## src/fmx_pkg.sv

```systemverilog
package fmx_pkg;
	// ------------------------------------------------------------
	// register offsets (byte offsets in the A16 block)
	// ------------------------------------------------------------
	localparam logic [5:0] FMX_OFS_MAKER    = 6'h00;
	localparam logic [5:0] FMX_OFS_MODEL    = 6'h02;
	localparam logic [5:0] FMX_OFS_STATCTL  = 6'h04;
	localparam logic [5:0] FMX_OFS_SEQCTL   = 6'h06;
	localparam logic [5:0] FMX_OFS_DELAY    = 6'h08;
	localparam logic [5:0] FMX_OFS_ENTRY    = 6'h0A;
	localparam logic [5:0] FMX_OFS_DIRCHAN  = 6'h0C;
	localparam logic [5:0] FMX_OFS_DIRCTL   = 6'h0E;

	// ------------------------------------------------------------
	// status/control bit positions
	// ------------------------------------------------------------
	localparam int FMX_SC_RESET   = 0;
	localparam int FMX_SC_IRQ_EN  = 2;
	localparam int FMX_SC_DIRECT  = 3;
	localparam int FMX_SC_TRIG    = 4;
	localparam int FMX_SC_IRQ_N   = 1;
	localparam int FMX_SC_BUSY_N  = 4;

	// scan sequencing control bit positions
	localparam int FMX_SQ_FLUSH   = 0;
	localparam int FMX_SQ_BPTRIG  = 1;
	localparam int FMX_SQ_FREERUN = 2;
	localparam int FMX_SQ_CONT    = 3;
	localparam int FMX_SQ_REWIND  = 4;

	// scan entry / direct control field positions
	localparam int FMX_EN_VALID_N = 15;
	localparam int FMX_EN_TREE_A  = 14;
	localparam int FMX_EN_TREE_B  = 13;
	localparam int FMX_EN_FUNC_HI = 12;
	localparam int FMX_EN_FUNC_LO = 11;
	localparam int FMX_DC_VALID_N = 4;

	// ------------------------------------------------------------
	// read values and reset values
	// ------------------------------------------------------------
	localparam logic [15:0] FMX_SC_RD_ONES  = 16'h00EC; // bits 7..5, 3, 2 read one
	localparam logic [15:0] FMX_SQ_RD_ONES  = 16'h00F0;
	localparam logic [15:0] FMX_DLY_RD_ONES = 16'h00F0;
	localparam logic [3:0]  FMX_DELAY_RST   = 4'h0;     // 2^0 = 1 us
	localparam logic [1:0]  FMX_FN_VOLTS    = 2'h0;
	localparam logic [1:0]  FMX_FN_OHM2     = 2'h1;
	localparam logic [1:0]  FMX_FN_THERM    = 2'h2;
	localparam logic [1:0]  FMX_FN_OHM4     = 2'h3;

	// scan list depth
	localparam int FMX_LIST_DEPTH = 16;
	localparam int FMX_PTR_W      = 5;

	// ------------------------------------------------------------
	// timing
	// ------------------------------------------------------------
	localparam int FMX_CLK_MHZ      = 50;
	localparam int FMX_US_CYCLES    = FMX_CLK_MHZ;  // cycles in 1 us
	localparam int FMX_CLOSED_NS    = 100;          // channel-closed pulse width
	localparam int FMX_CLOSED_CYC   = FMX_CLOSED_NS * FMX_CLK_MHZ / 1000;
	localparam int FMX_DCNT_W       = 22;           // holds 2^15 us at 50 MHz
endpackage

```

## src/fmx_regs.sv

```systemverilog
`timescale 1ns/10ps
// What this block does
// - module reset bit holds module in reset
// - reset clears enables, list, delay, channels
// - interrupt allow bit, active-low readback
// - route select: zero list, one direct
// - ignore off-mode channel registers
// - software trigger advances, self-clears
// - pending interrupt low until acknowledge/reset/allow bit cleared
// - busy low during settling only, rejects triggers
// - trigger during closed pulse cuts it
// - flush bit clears list, reads back
// - backplane trigger enable stored, reads back
// - free run steps whole list
// - continuous mode wraps pointer to first
// - rewind bit returns pointer to first
// - interrupt acknowledge rewinds pointer in continuous mode
// - last valid entry interrupts when not continuous
// - settling delay 2^n us, readable
// - entry channel number in bits 3..0
// - measure function field encoding
// - tree isolation bits zero disable switch
// - entry valid when valid_n bit zero
// - direct register selects single channel
// - direct control write with valid interrupts
module fmx_regs
	import fmx_pkg::*;
#(
	parameter logic [15:0] MAKER_CODE = 16'hC0DE, // arbitrary value
	parameter logic [15:0] MODEL_CODE = 16'h0A51  // arbitrary value
)
(
	input  wire logic        clock,
	input  wire logic        rst,
	input  wire logic [5:0]  reg_addr,
	input  wire logic        reg_wr,
	input  wire logic        reg_rd,
	input  wire logic [15:0] reg_wdata,
	input  wire logic        irq_ack,
	input  wire logic        backplane_trigger,
	output logic [15:0]      reg_rdata,
	output logic             irq_n,
	output logic [15:0]      channel_close,
	output logic [1:0]       measure_function,
	output logic             tree_a_enable,
	output logic             tree_b_enable,
	output logic             channel_closed
);
	typedef enum logic [1:0] {FMX_IDLE, FMX_SETTLE, FMX_CLOSED} fmx_seq_t;

	// ------------------------------------------------------------
	// register state
	// ------------------------------------------------------------
	logic                 module_reset_r;
	logic                 irq_allow_r;
	logic                 direct_r;
	logic                 software_trigger_r;
	logic                 list_flush_r;
	logic                 backplane_trigger_enable_r;
	logic                 free_run_enable_r;
	logic                 continuous_cycle_enable_r;
	logic [3:0]           delay_exp_r;
	logic                 irq_pend_r;
	logic [15:0]          list_mem [FMX_LIST_DEPTH];
	logic [FMX_PTR_W-1:0] list_len_r;
	logic [FMX_PTR_W-1:0] ptr_r;
	logic [3:0]           direct_chan_r;
	logic [4:0]           direct_ctl_r;
	logic                 direct_live_r;
	fmx_seq_t             seq_r;
	logic                 free_running_r;
	logic [7:0]           closed_cnt_r;
	logic [15:0]          cur_entry_r;
	logic                 cur_live_r;

	logic                 soft_rst;
	logic                 wr_sc;
	logic                 wr_sq;
	logic                 wr_dly;
	logic                 wr_entry;
	logic                 wr_dchan;
	logic                 wr_dctl;
	logic                 trig;
	logic                 trig_ok;
	logic                 settle_done;
	logic                 at_last;
	logic                 irq_event;
	logic                 advance;
	logic [15:0]          entry_now;
	logic                 seq_busy;
	logic                 irq_live;

	// address decode helper, used for every write strobe
	function automatic logic hit(input logic [5:0] a, input logic [5:0] ofs);
		hit = (a == ofs);
	endfunction

	// one-hot channel decode, shared by list and direct paths
	function automatic logic [15:0] chan_onehot(input logic [3:0] ch);
		chan_onehot = 16'h0001 << ch;
	endfunction

	// ------------------------------------------------------------
	// decode
	// ------------------------------------------------------------
	assign soft_rst = rst | module_reset_r;
	assign wr_sc    = reg_wr & hit(reg_addr, FMX_OFS_STATCTL);
	assign wr_sq    = reg_wr & hit(reg_addr, FMX_OFS_SEQCTL);
	assign wr_dly   = reg_wr & hit(reg_addr, FMX_OFS_DELAY);
	assign wr_entry = reg_wr & hit(reg_addr, FMX_OFS_ENTRY) & ~direct_r;
	assign wr_dchan = reg_wr & hit(reg_addr, FMX_OFS_DIRCHAN) & direct_r;
	assign wr_dctl  = reg_wr & hit(reg_addr, FMX_OFS_DIRCTL) & direct_r;

	// trigger sources, only under list control
	assign trig = ~direct_r & (software_trigger_r | (backplane_trigger_enable_r & backplane_trigger)
		| (free_running_r & seq_r == FMX_IDLE));
	// busy spans the settling delay; triggers are refused then
	assign seq_busy = (seq_r == FMX_SETTLE);
	assign trig_ok  = trig & ~seq_busy & (ptr_r < list_len_r);
	// interrupt shown only while allowed
	assign irq_live = irq_pend_r & irq_allow_r;
	assign entry_now = list_mem[ptr_r[3:0]];
	assign at_last  = (ptr_r + 1'b1 == list_len_r);
	assign advance  = trig_ok;
	// end of list interrupt when not cycling, valid entry only
	assign irq_event = (advance & at_last & ~continuous_cycle_enable_r & ~entry_now[FMX_EN_VALID_N])
		| (wr_dctl & ~reg_wdata[FMX_DC_VALID_N]);

	fmx_settle_timer u_settle (
		.clock    (clock),
		.rst      (soft_rst),
		.start    (advance),
		.abort    (direct_r),
		.exponent (delay_exp_r),
		.done     (settle_done)
	);

	// ------------------------------------------------------------
	// status/control register
	// ------------------------------------------------------------
	always_ff @(posedge clock) begin
		if (rst) begin
			module_reset_r <= 1'b0;
		end else if (wr_sc) begin
			module_reset_r <= reg_wdata[FMX_SC_RESET];
		end
	end

	// enables, route, trigger bit
	always_ff @(posedge clock) begin
		if (soft_rst) begin
			irq_allow_r        <= 1'b0;
			direct_r           <= 1'b0;
			software_trigger_r <= 1'b0;
		end else if (wr_sc) begin
			irq_allow_r        <= reg_wdata[FMX_SC_IRQ_EN];
			direct_r           <= reg_wdata[FMX_SC_DIRECT];
			software_trigger_r <= reg_wdata[FMX_SC_TRIG];
		end else begin
			// lives one cycle: taken at once, or refused while busy
			software_trigger_r <= 1'b0;
		end
	end

	// ------------------------------------------------------------
	// scan sequencing control and delay
	// ------------------------------------------------------------
	always_ff @(posedge clock) begin
		if (soft_rst) begin
			list_flush_r               <= 1'b0;
			backplane_trigger_enable_r <= 1'b0;
			free_run_enable_r          <= 1'b0;
			continuous_cycle_enable_r  <= 1'b0;
			delay_exp_r                <= FMX_DELAY_RST;
		end else begin
			if (wr_sq) begin
				list_flush_r               <= reg_wdata[FMX_SQ_FLUSH];
				backplane_trigger_enable_r <= reg_wdata[FMX_SQ_BPTRIG];
				free_run_enable_r          <= reg_wdata[FMX_SQ_FREERUN];
				continuous_cycle_enable_r  <= reg_wdata[FMX_SQ_CONT];
			end
			if (wr_dly) begin
				delay_exp_r <= reg_wdata[3:0];
			end
		end
	end

	// ------------------------------------------------------------
	// interrupt pending: set wins over acknowledge
	// ------------------------------------------------------------
	always_ff @(posedge clock) begin
		if (soft_rst) begin
			irq_pend_r <= 1'b0;
		end else if (irq_event && irq_allow_r) begin
			irq_pend_r <= 1'b1;
		end else if (irq_ack || !irq_allow_r) begin
			irq_pend_r <= 1'b0;
		end
	end

	// ------------------------------------------------------------
	// scan list storage and length
	// ------------------------------------------------------------
	always_ff @(posedge clock) begin
		if (soft_rst || list_flush_r || (wr_sq && reg_wdata[FMX_SQ_FLUSH])) begin
			list_len_r <= '0;
		end else if (wr_entry && list_len_r < FMX_PTR_W'(FMX_LIST_DEPTH)) begin
			list_mem[list_len_r[3:0]] <= reg_wdata;
			list_len_r                <= list_len_r + 1'b1;
		end
	end

	// list pointer
	always_ff @(posedge clock) begin
		if (soft_rst || list_flush_r) begin
			ptr_r <= '0;
		end else if (wr_sq && reg_wdata[FMX_SQ_REWIND]) begin
			ptr_r <= '0;
		end else if (continuous_cycle_enable_r && irq_pend_r && irq_ack) begin
			ptr_r <= '0;
		end else if (advance) begin
			ptr_r <= (at_last && continuous_cycle_enable_r) ? '0 : ptr_r + 1'b1;
		end
	end

	// ------------------------------------------------------------
	// sequencer
	// ------------------------------------------------------------
	always_ff @(posedge clock) begin
		if (soft_rst || direct_r) begin
			seq_r          <= FMX_IDLE;
			free_running_r <= 1'b0;
			closed_cnt_r   <= '0;
			cur_entry_r    <= '1;
			cur_live_r     <= 1'b0;
		end else begin
			// free run stops as soon as its enable is cleared
			if (!free_run_enable_r) begin
				free_running_r <= 1'b0;
			end
			case (seq_r)
				FMX_IDLE, FMX_CLOSED: begin
					if (advance) begin
						seq_r        <= FMX_SETTLE;
						cur_entry_r  <= entry_now;
						cur_live_r   <= 1'b1;
						closed_cnt_r <= '0;
						free_running_r <= free_run_enable_r & ~(at_last & ~continuous_cycle_enable_r);
					end else if (seq_r == FMX_CLOSED) begin
						closed_cnt_r <= closed_cnt_r + 1'b1;
						if (closed_cnt_r == 8'(FMX_CLOSED_CYC - 1)) begin
							seq_r <= FMX_IDLE;
						end
					end
				end
				FMX_SETTLE: begin
					if (settle_done) begin
						seq_r <= FMX_CLOSED;
					end
				end
				default: seq_r <= FMX_IDLE;
			endcase
		end
	end

	// ------------------------------------------------------------
	// direct channel control
	// ------------------------------------------------------------
	always_ff @(posedge clock) begin
		if (soft_rst) begin
			direct_chan_r <= '0;
			direct_ctl_r  <= 5'h10;
			direct_live_r <= 1'b0;
		end else begin
			if (wr_dchan) begin
				direct_chan_r <= reg_wdata[3:0];
				direct_live_r <= 1'b1;
			end
			if (wr_dctl) begin
				direct_ctl_r <= reg_wdata[4:0];
			end
			if (!direct_r) begin
				direct_live_r <= 1'b0;
			end
		end
	end

	// ------------------------------------------------------------
	// channel drive outputs
	// ------------------------------------------------------------
	always_ff @(posedge clock) begin
		if (soft_rst) begin
			channel_close    <= '0;
			measure_function <= FMX_FN_VOLTS;
			tree_a_enable    <= 1'b0;
			tree_b_enable    <= 1'b0;
			channel_closed   <= 1'b0;
		end else if (direct_r) begin
			channel_close    <= (direct_live_r && !direct_ctl_r[FMX_DC_VALID_N])
				? chan_onehot(direct_chan_r) : '0;
			measure_function <= direct_ctl_r[1:0];
			tree_a_enable    <= direct_ctl_r[3];
			tree_b_enable    <= direct_ctl_r[2];
			channel_closed   <= 1'b0;
		end else begin
			channel_close    <= (cur_live_r && !cur_entry_r[FMX_EN_VALID_N])
				? chan_onehot(cur_entry_r[3:0]) : '0;
			measure_function <= cur_entry_r[FMX_EN_FUNC_HI:FMX_EN_FUNC_LO];
			tree_a_enable    <= cur_entry_r[FMX_EN_TREE_A];
			tree_b_enable    <= cur_entry_r[FMX_EN_TREE_B];
			channel_closed   <= (seq_r == FMX_CLOSED) & ~advance;
		end
	end

	// interrupt line, active low
	always_ff @(posedge clock) begin
		if (rst) begin
			irq_n <= 1'b1;
		end else begin
			irq_n <= ~irq_live;
		end
	end

	// ------------------------------------------------------------
	// read mux, registered
	// ------------------------------------------------------------
	always_ff @(posedge clock) begin
		if (rst) begin
			reg_rdata <= '0;
		end else if (reg_rd) begin
			case (reg_addr)
				FMX_OFS_MAKER:   reg_rdata <= MAKER_CODE;
				FMX_OFS_MODEL:   reg_rdata <= MODEL_CODE;
				FMX_OFS_STATCTL: reg_rdata <= FMX_SC_RD_ONES
					| (16'(!seq_busy) << FMX_SC_BUSY_N)
					| (16'(!irq_live) << FMX_SC_IRQ_N)
					| 16'(!irq_allow_r);
				FMX_OFS_SEQCTL:  reg_rdata <= FMX_SQ_RD_ONES | {12'h000, continuous_cycle_enable_r,
					free_run_enable_r, backplane_trigger_enable_r, list_flush_r};
				FMX_OFS_DELAY:   reg_rdata <= FMX_DLY_RD_ONES | {12'h000, delay_exp_r};
				default:         reg_rdata <= 16'hFFFF;
			endcase
		end
	end
endmodule

```

## src/fmx_settle_timer.sv

```systemverilog
`timescale 1ns/10ps
// settling delay timer: counts 2^n microseconds, then pulses done
module fmx_settle_timer
	import fmx_pkg::*;
(
	input  wire logic       clock,
	input  wire logic       rst,
	input  wire logic       start,
	input  wire logic       abort,
	input  wire logic [3:0] exponent,
	output logic            done
);
	logic [FMX_DCNT_W-1:0] count_r;
	logic                  run_r;
	logic [FMX_DCNT_W-1:0] load_val;

	// ------------------------------------------------------------
	// count loading
	// ------------------------------------------------------------
	// cycles = 2^n * cycles-per-us, counted down to one
	assign load_val = FMX_DCNT_W'(FMX_US_CYCLES) << exponent;

	// down counter
	always_ff @(posedge clock) begin
		if (rst || abort) begin
			run_r   <= 1'b0;
			count_r <= '0;
			done    <= 1'b0;
		end else if (start) begin
			run_r   <= 1'b1;
			count_r <= load_val;
			done    <= 1'b0;
		end else if (run_r) begin
			count_r <= count_r - 1'b1;
			done    <= (count_r == FMX_DCNT_W'(2));
			if (count_r == FMX_DCNT_W'(2)) begin
				run_r <= 1'b0;
			end
		end else begin
			done <= 1'b0;
		end
	end
endmodule

```

## config.mk

```make
export PLATFORM = sky130hd
export DESIGN_NAME = fmx_regs
export DESIGN_NICKNAME = d
export VERILOG_FILES = /design/src/fmx_pkg.sv /design/src/fmx_regs.sv /design/src/fmx_settle_timer.sv
export SDC_FILE = /design/constraint.sdc
export NUM_CORES = 1
export LEC_CHECK = 0
export ABC_AREA = 0
export BUFFER_PORTS_ARGS = -buffer_cell sky130_fd_sc_hd__buf_4
export CAP_MARGIN = 20
export CORE_UTILIZATION = 40
export DETAILED_ROUTE_END_ITERATION = 7
export PLACE_DENSITY_LB_ADDON = 0.3
export REMOVE_ABC_BUFFERS = 1
export SETUP_SLACK_MARGIN = 0.3
export SYNTH_ARGS = -nofsm -noshare
export SYNTH_HDL_FRONTEND = slang
export SYNTH_SLANG_ARGS = --single-unit
```

## constraint.sdc

```tcl
create_clock -name clock -period 7 [get_ports clock]
set_input_delay 1.05 -clock clock [delete_from_list [all_inputs] [get_ports clock]]
set_output_delay 1.05 -clock clock [all_outputs]
set_load 0.05 [all_outputs]
```

==> out/results.ini, run 1 <==
[status]
status=finished, violations left
violations=DRC

[worst_setup_path]
start_kind=input pin
worstPathRequired_ps=7150
critPathMaxFanout=9
slowest_stage=nor2_1
crit_family=simple AND/OR/NAND/NOR gates
slowest_delay_ps=730
r2r_cells=7
crit_path_start=reg_addr[2]
path_cells=buf_4, or4b_4, nor4_1, nor3b_1, nand2_1, nor2_1
crit_cells=6
cp-endpoint=list_mem[12][2]
r2r-end=free_running_r
critical_path_class=in2reg
critPathCaptureType=flip-flop
cp.arrival_ps=3670
critPathBufInv=1
r2r_slack_ps=3950
timing.rr.start=list_len_r[3]

[die]
initial_core_util_pct=41.07
io-pin-count=66
rows=59
coreArea_um2=26280
die-area_um2=27650
die_x_um=166.3
die_h_um=166.3

[sta]
max_freq_mhz=284.3
finalHoldViolCount=0
worst_slack_ps=3483
rsz0062_at_grt=no
drv_slew=0
skew_ps=9.654
fin_tns_setup_ps=0
max_slew_margin_pct=32.52
setup_viol_count_final=0
tightest_slew_ps=1008
period_share_pct=50.25
finalCriticalPeriod_ps=3517

[global_route]
antenna_found_initial=0
first_global_vias=6798
grt_pass1_wl_um=37870
grtUsageTotal_pct=17.28
grt_overflow=0
grt_max_degree=60

[cts]
cts_buffer_depth=3
postCtsSetupBuffers=0
cts_sinks=259
tritoncts.num_buffers=26
cts_resized=0
cts_hold_buf=0
clk_latency_ps=530
cts-root-buf=clkbuf_16
cts_tree=built
path_clk_slew_ps=60
htreeDepth=1

[synth]
yosysWarnings=0
synth_top_cell_by_area=edfxtp_1
synth_cell_types=61
seq_area_frac_synth_pct=61.39
yosys_register_bits=259
avgSynthCellArea_um2=12.74
syn_inst=847
mappedNetlistArea_um2=10790
synthTopCellsByArea=edfxtp_1, dfxtp_1, mux4_2
synth_top_area_share_pct=40.06
async_flop_share_pct=0
synth_enable_flop_cells=144
synthFlopType=edfxtp_1

[drt]
wirelength_um=23890
wl_per_cell_um=19.09
antenna_left=0
drc=6
drt-pass1-iter-count=7
drt_iter0_drc=601
avgViaCountPerCell=5.674
vias=7098

[finish]
diodes=0
fin_nets=943
final.fill_count=2365
final_common_cell=edfxtp_1
drive_above_1_share_pct=18.34
final_cell_mix=edfxtp_1, dfxtp_1, buf_4
multi_input_area_um2=3865
seqCellArea_um2=6628
area_growth_pct=14.19

[power]
p_leak_nw=4.051
power.total_w=0.003079
power_density_nw_per_um2=249.8
vdd_drop_max_mv=0.1988

[place]
place.gp.congestion=0.8451
port_buffers=59
dp_hpwl_um=15710
dp_slack_ps=2916

[worst_hold_path]
worstHoldPathType=reg2reg

[flow_run]
drv_cap=0

==> logic make-up (layout without fill, tap and decap cells) <==
group	after synthesis	after routing	share of synthesized area (%)
adder cells (fa/ha/maj)	18	18	2.087
AND/OR/NAND/NOR	279	279	13.52
AO/OA/AOI/OAI	141	141	8.728
XOR/XNOR	28	28	2.411
buffers and inverters	70	139	2.863
multiplexers	52	52	9.007
flip-flops	259	259	61.39
==> power breakdown <==
group	internal (W)	switching (W)	leakage, nW
logic	0.0000498	0.0000997	1.43
registers	0.00161	0.0000117	2.23
clock network	0.000716	0.000590	0.391
==> flip-flops by register name, indices dropped and copies added (netlist names), 8 cells and up, named ones only <==
register and cells:
u_settle.count_r 22, list_mem 144, reg_rdata 11, closed_cnt_r 8
cur_entry_r 9, channel_close 16
==> layer usage <==
metal	GRT usage (%)	vias up	wire length [µm]
li1	-	3333	-
met1	24.06	3556	10830
met2	28.77	179	11580
met3	2.121	30	1020
met4	4.267	0	455
met5	0	-	0
==> worst min path at each step <==
stage	startpoint	end	depth (start not counted)
6_report	u_settle.done	seq_r[1]	2
3_3_place_gp	cur_live_r	cur_live_r	1
3_5_place_dp	u_settle.done	seq_r[1]	2
2_1_floorplan	u_settle.done	seq_r[1]	2
5_1_grt	cur_entry_r[11]	cur_entry_r[11]	1
4_1_cts	u_settle.done	seq_r[1]	2
==> layout make-up <==
type                            count  area share (%)
Inverter                           24          0.7309
Multi-Input combinational cell    518           31.36
Tap cell                          335           3.401
Clock inverter                     17           1.025
Sequential cell                   259           53.77
Clock buffer                       30           5.573
Timing Repair Buffer               68           4.142
==> worst register-to-register path, delay by kind of cell (launching register included) <==
kind | cells | cell delay, ps
adders and majority gates | 1 | 230
and+or+nand+nor | 2 | 1110
AOI/OAI and AO/OA | 2 | 540
buffers and inverters | 2 | 480
DFF | 1 | 590
==> synthesized netlist by cell type, types with 8 or more instances <==
| library cell | instances |
|---|---|
| xnor2_1 | 20 |
| o22ai_1 | 25 |
| a21oi_1 | 34 |
| o21ai_0 | 8 |
| mux4_2 | 36 |
| nor2_1 | 63 |
| a211oi_1 | 29 |
| nand3_1 | 38 |
| nor2b_1 | 9 |
| nand2b_1 | 10 |
| buf_2 | 10 |
| clkbuf_1 | 25 |
| inv_1 | 24 |
| nor3_1 | 17 |
| nand2_1 | 65 |
| or4_1 | 10 |
| dfxtp_1 | 115 |
| nand4_1 | 9 |
| ha_1 | 18 |
| edfxtp_1 | 144 |
| nor4_1 | 17 |
| mux2i_1 | 15 |
| a31oi_1 | 12 |
==> metrics by stage <==
stage	std cells	hold WS, ps	util (%)	instance area (µm²)
floorplan	801	431.2	-	10580
global placement	1204	442.1	43.81	11510
detailed placement	1204	451.5	43.81	11510
CTS	1251	462.5	46.90	12330
global route	1251	481.9	46.90	12330
finish	1251	466.1	46.90	12330
No activity file was read; power rests on OpenSTA's default activity.
==> run 2: changes to the inputs <==
==> constraint.sdc (replaced) <==
create_clock -name clock -period 2.85 [get_ports clock]
set_input_delay 0.4275 -clock clock [delete_from_list [all_inputs] [get_ports clock]]
set_output_delay 0.4275 -clock clock [all_outputs]
set_load 0.05 [all_outputs]
==> run 2 against run 1 <==
The run still ends with DRC left. Largest cell class unchanged. Critical endpoint is now cur_entry_r[13]. Flip-flop and latch count did not move. Worst hold slack got worse by 320 ps. Power rose to 2.6 times the previous value. Non-clock buffer count rose by 38. Final area rose by 4.0%. Clock skew rose by 20 ps. Setup slack got worse by 3000 ps. Critical path type is now reg2reg. Clock power rose to 2.8 times the previous value. First-iteration DRC count rose by 7.2%.
==> out/results.ini, run 2 (synthesis gave the netlist of run 1 again) <==
[status]
status=finished, violations left
violations=DRC

[finish]
largest_register_ffs=144
fin_area_um2=12820
final.fill_count=2295
area_growth_pct=18.73
finalNonFillerCells=1293
diodes=0
final_cell_mix=edfxtp_1, dfxtp_1, buf_4
drive_above_1_share_pct=22.03
final_common_cell=edfxtp_1
fin_nets=983

[worst_setup_path]
critPathCaptureType=flip-flop
critPathBufInv=1
cp.arrival_ps=2820
slowest_stage=dfxtp_2
critPathMaxFanout=10
start_kind=flip-flop
path_cells=buf_4, mux4_2, a211oi_1, nor4_1, a211o_1
crit_family=compound AO/OA/AOI/OAI gates
critical_path_class=reg2reg
worstPathRequired_ps=3270
slowest_delay_ps=560

[drt]
vias=7195
antenna_left=0
drt-pass1-iter-count=7
drt_iter0_drc=644
wl_per_cell_um=18.88
drc=6
wirelength_um=24410
avgViaCountPerCell=5.565

[cts]
cts_resized=3
postCtsSetupBuffers=0
clk_latency_ps=550
tritoncts.num_buffers=28
path_clk_slew_ps=60
cts_hold_buf=0
cts_buffer_depth=3
cts_tree=built
cts-root-buf=clkbuf_16
htreeDepth=1
cts_sinks=259

[die]
die_h_um=166.3
die_x_um=166.3
coreArea_um2=26280
io-pin-count=66
rows=59
initial_core_util_pct=41.07
die-area_um2=27650

[global_route]
grtUsageTotal_pct=17.69
grt_pass1_wl_um=38530
antenna_found_initial=0
grt_overflow=0
first_global_vias=6913
grt_max_degree=43

[worst_hold_path]
worstHoldPathType=in2reg

[sta]
max_slew_margin_pct=57.36
drv_slew=0
rsz0062_at_grt=no
period_share_pct=84.28
holdWs_ps=143.1
fin_tns_setup_ps=0
finalHoldViolCount=0
tightest_slew_ps=636.2
finalCriticalPeriod_ps=2402
max_freq_mhz=416.3
skew_ps=29.31
setup_viol_count_final=0

[place]
post_dp_cell_area_um2=11850
port_buffers=59
place_inst=1242
place.gp.congestion=0.8366
dp_hpwl_um=16210

[power]
vdd_drop_max_mv=0.6413
power_density_nw_per_um2=626.4
p_leak_nw=4.344
power.total_w=0.008027

[flow_run]
drv_cap=0

run 2: cell types whose count changed in the layout (fill, tap and decap cells not counted), sizes merged:
| cell | previous run | this run |
|---|---|---|
| buf | 68 | 106 |
| bufinv | 0 | 2 |
| clkbuf | 30 | 37 |
| clkinvlp | 4 | 1 |
| inv | 27 | 25 |
run 2: area by class of cell:
cell class	count	area, µm²	area share [%]
Sequential cell	259	6629	51.72
Clock inverter	14	137.6	1.074
Clock buffer	37	807.0	6.297
Inverter	24	90.09	0.7029
Timing Repair Buffer	106	845.8	6.600
Multi-Input combinational cell	518	3887	30.33
Tap cell	335	419.2	3.271
run 2: power by group:
part / internal, W / total, W / switching, W
logic: 0.000143 / 0.000393 / 0.000250
clock network: 0.00217 / 0.00364 / 0.00147
registers: 0.00396 / 0.00399 / 0.0000316
run 2: metrics by stage:
step                      setup slack [ps]  util (%)
after CTS                            383.0     48.74
after global routing                 348.3     48.77
final                                448.0     48.77
after detailed placement             43.37     45.08
after global placement               70.70     45.08
after floorplan                     -232.7         -
run 2: worst paths after layout:
kind	from	to	slack, ps	cells after the start
worst max register to register	flip-flop	cur_entry_r[13]	450	5
worst max-delay path	flip-flop	cur_entry_r[13]	450	5
worst min-delay path	reg_addr[1]	reg_rdata[7]	140	2
worst min register to register	u_settle.done	seq_r[1]	450	2
run 2: layer usage:
layer / vias up / share of wire, % / global-route usage, %
li1: 3412 / - / -
met1: 3519 / 44 / 24.85
met2: 228 / 47 / 28.69
met3: 36 / 6.5 / 2.645
met4: 0 / 2.4 / 4.670
met5: - / 0 / 0
==> run 3: changes to the inputs <==
==> constraint.sdc (replaced) <==
create_clock -name clock -period 2.5 [get_ports clock]
set_input_delay 0.375 -clock clock [delete_from_list [all_inputs] [get_ports clock]]
set_output_delay 0.375 -clock clock [all_outputs]
set_load 0.05 [all_outputs]
==> run 3 against run 2 <==
The run still ends with DRC left. Power grew 10%. Count of clock-buffer cells in the layout shrank 1. Die area is the same.
==> out/results.ini, run 3 (synthesis gave the netlist of run 1 again) <==
[finish]
area_growth_pct=20.11
post-route-util_pct=49.33
drive_above_1_share_pct=25.26
fin_nets=999
diodes=0
largest_register_ffs=144
final_common_cell=edfxtp_1
final_cell_mix=edfxtp_1, buf_4, dfxtp_1
fin_area_um2=12960

[worst_setup_path]
start_kind=flip-flop
worstPathRequired_ps=2900
path_cells=inv_2, ha_4, a2111o_1, or3_4, buf_12, a221oi_1, a211oi_1
slowest_stage=a2111o_1
critical_path_class=reg2reg
critPathMaxFanout=49
critPathCaptureType=flip-flop
slowest_delay_ps=440
cp.arrival_ps=2590

[place]
post_dp_cell_area_um2=11960
port_buffers=59
dp_hpwl_um=16400
place.gp.congestion=0.8038

[sta]
fin_tns_setup_ps=0
max_slew_margin_pct=44.98
finalCriticalPeriod_ps=2182
max_freq_mhz=458.3
skew_ps=13.39
rsz0062_at_grt=yes
finalHoldViolCount=0
drv_slew=0
setup_viol_count_final=0
tightest_slew_ps=824.1
period_share_pct=87.28

[status]
violations=DRC
status=finished, violations left

[flow_run]
drv_cap=0

[cts]
tritoncts.num_buffers=27
cts-root-buf=clkbuf_16
cts_tree=built
clk_latency_ps=540
path_clk_slew_ps=60
cts_buffer_depth=3
cts_hold_buf=0
htreeDepth=1
cts_sinks=259

[global_route]
grt_overflow=0
first_global_vias=6938
grtUsageTotal_pct=17.90
grt_max_degree=50
grt_pass1_wl_um=39140
antenna_found_initial=0

[die]
io-pin-count=66
die-area_um2=27650
die_h_um=166.3
rows=59
coreArea_um2=26280
initial_core_util_pct=41.07
die_x_um=166.3

[drt]
drc=6
vias=7237
wl_per_cell_um=18.97
drt-pass1-iter-count=8
antenna_left=0
drt_iter0_drc=702
avgViaCountPerCell=5.529
wirelength_um=24840

[power]
p_leak_nw=4.408
power_density_nw_per_um2=681.5
vdd_drop_max_mv=0.6135

[worst_hold_path]
worstHoldPathType=in2reg

[run 3: repair_timing]
action | 4_1_cts | 5_1_grt
buffers inserted | 0 | 1
setup endpoints to repair | 45 | 47
endpoints found under the hold margin | 0 | 0
cloned | 0 | 0
pin swaps | 2 | 4
resized for setup | 10 | 21
[run 3: path summary, 6_finish.rpt]
kind	start	to	slack, ps	depth (start not counted)
worst max-delay path	list_len_r[4]	u_settle.count_r[10]	320	7
worst min-delay path	reg_addr[1]	reg_rdata[7]	110	2
worst max register to register	list_len_r[4]	u_settle.count_r[10]	320	7
worst min register to register	u_settle.done	seq_r[1]	460	2
[run 3: where the power goes]
part | internal [W] | switching (W) | total [W]
Sequential | 0.00451 | 0.0000302 | 0.00455
Combinational | 0.000175 | 0.000301 | 0.000476
Clock | 0.00215 | 0.00166 | 0.00381
[run 3: final cells by class]
cell class	count	area, µm²
multi-input combinational	518	4004
clock buffer	36	723.2
inverter	24	90.09
tap	335	419.2
timing repair buffer	123	977.2
sequential	259	6633
clock inverter	14	118.9
fill	2295	13320
[run 3: critical path: cells and delay by family, from the launching register on]
kind | cells | cell delay (ps)
adders and majority gates | 1 | 200
AOI/OAI and AO/OA | 3 | 790
DFF | 1 | 340
buffers and inverters | 2 | 250
and+or+nand+nor | 1 | 430
[run 3: metal layers]
layer,up-vias,GRT usage (%),wire [µm]
li1,3442,-,-
met1,3580,25.28,11460
met2,183,29.28,11720
met3,32,2.264,1190
met4,0,4.469,467
met5,-,0,0
[run 3: per-stage QoR]
stage / hold slack, ps / setup slack, ps / power [W] / cells
global placement: 443.8 / -183.4 / 0.005095 / 1258
detailed placement: 451.2 / -208.8 / 0.005099 / 1258
CTS: 94.73 / 303.3 / 0.008893 / 1308
finish: 107.7 / 318.1 / 0.008836 / 1309
global route: 122.7 / 231.2 / 0.009093 / 1309
floorplan: 431.2 / -582.7 / 0.004868 / 801
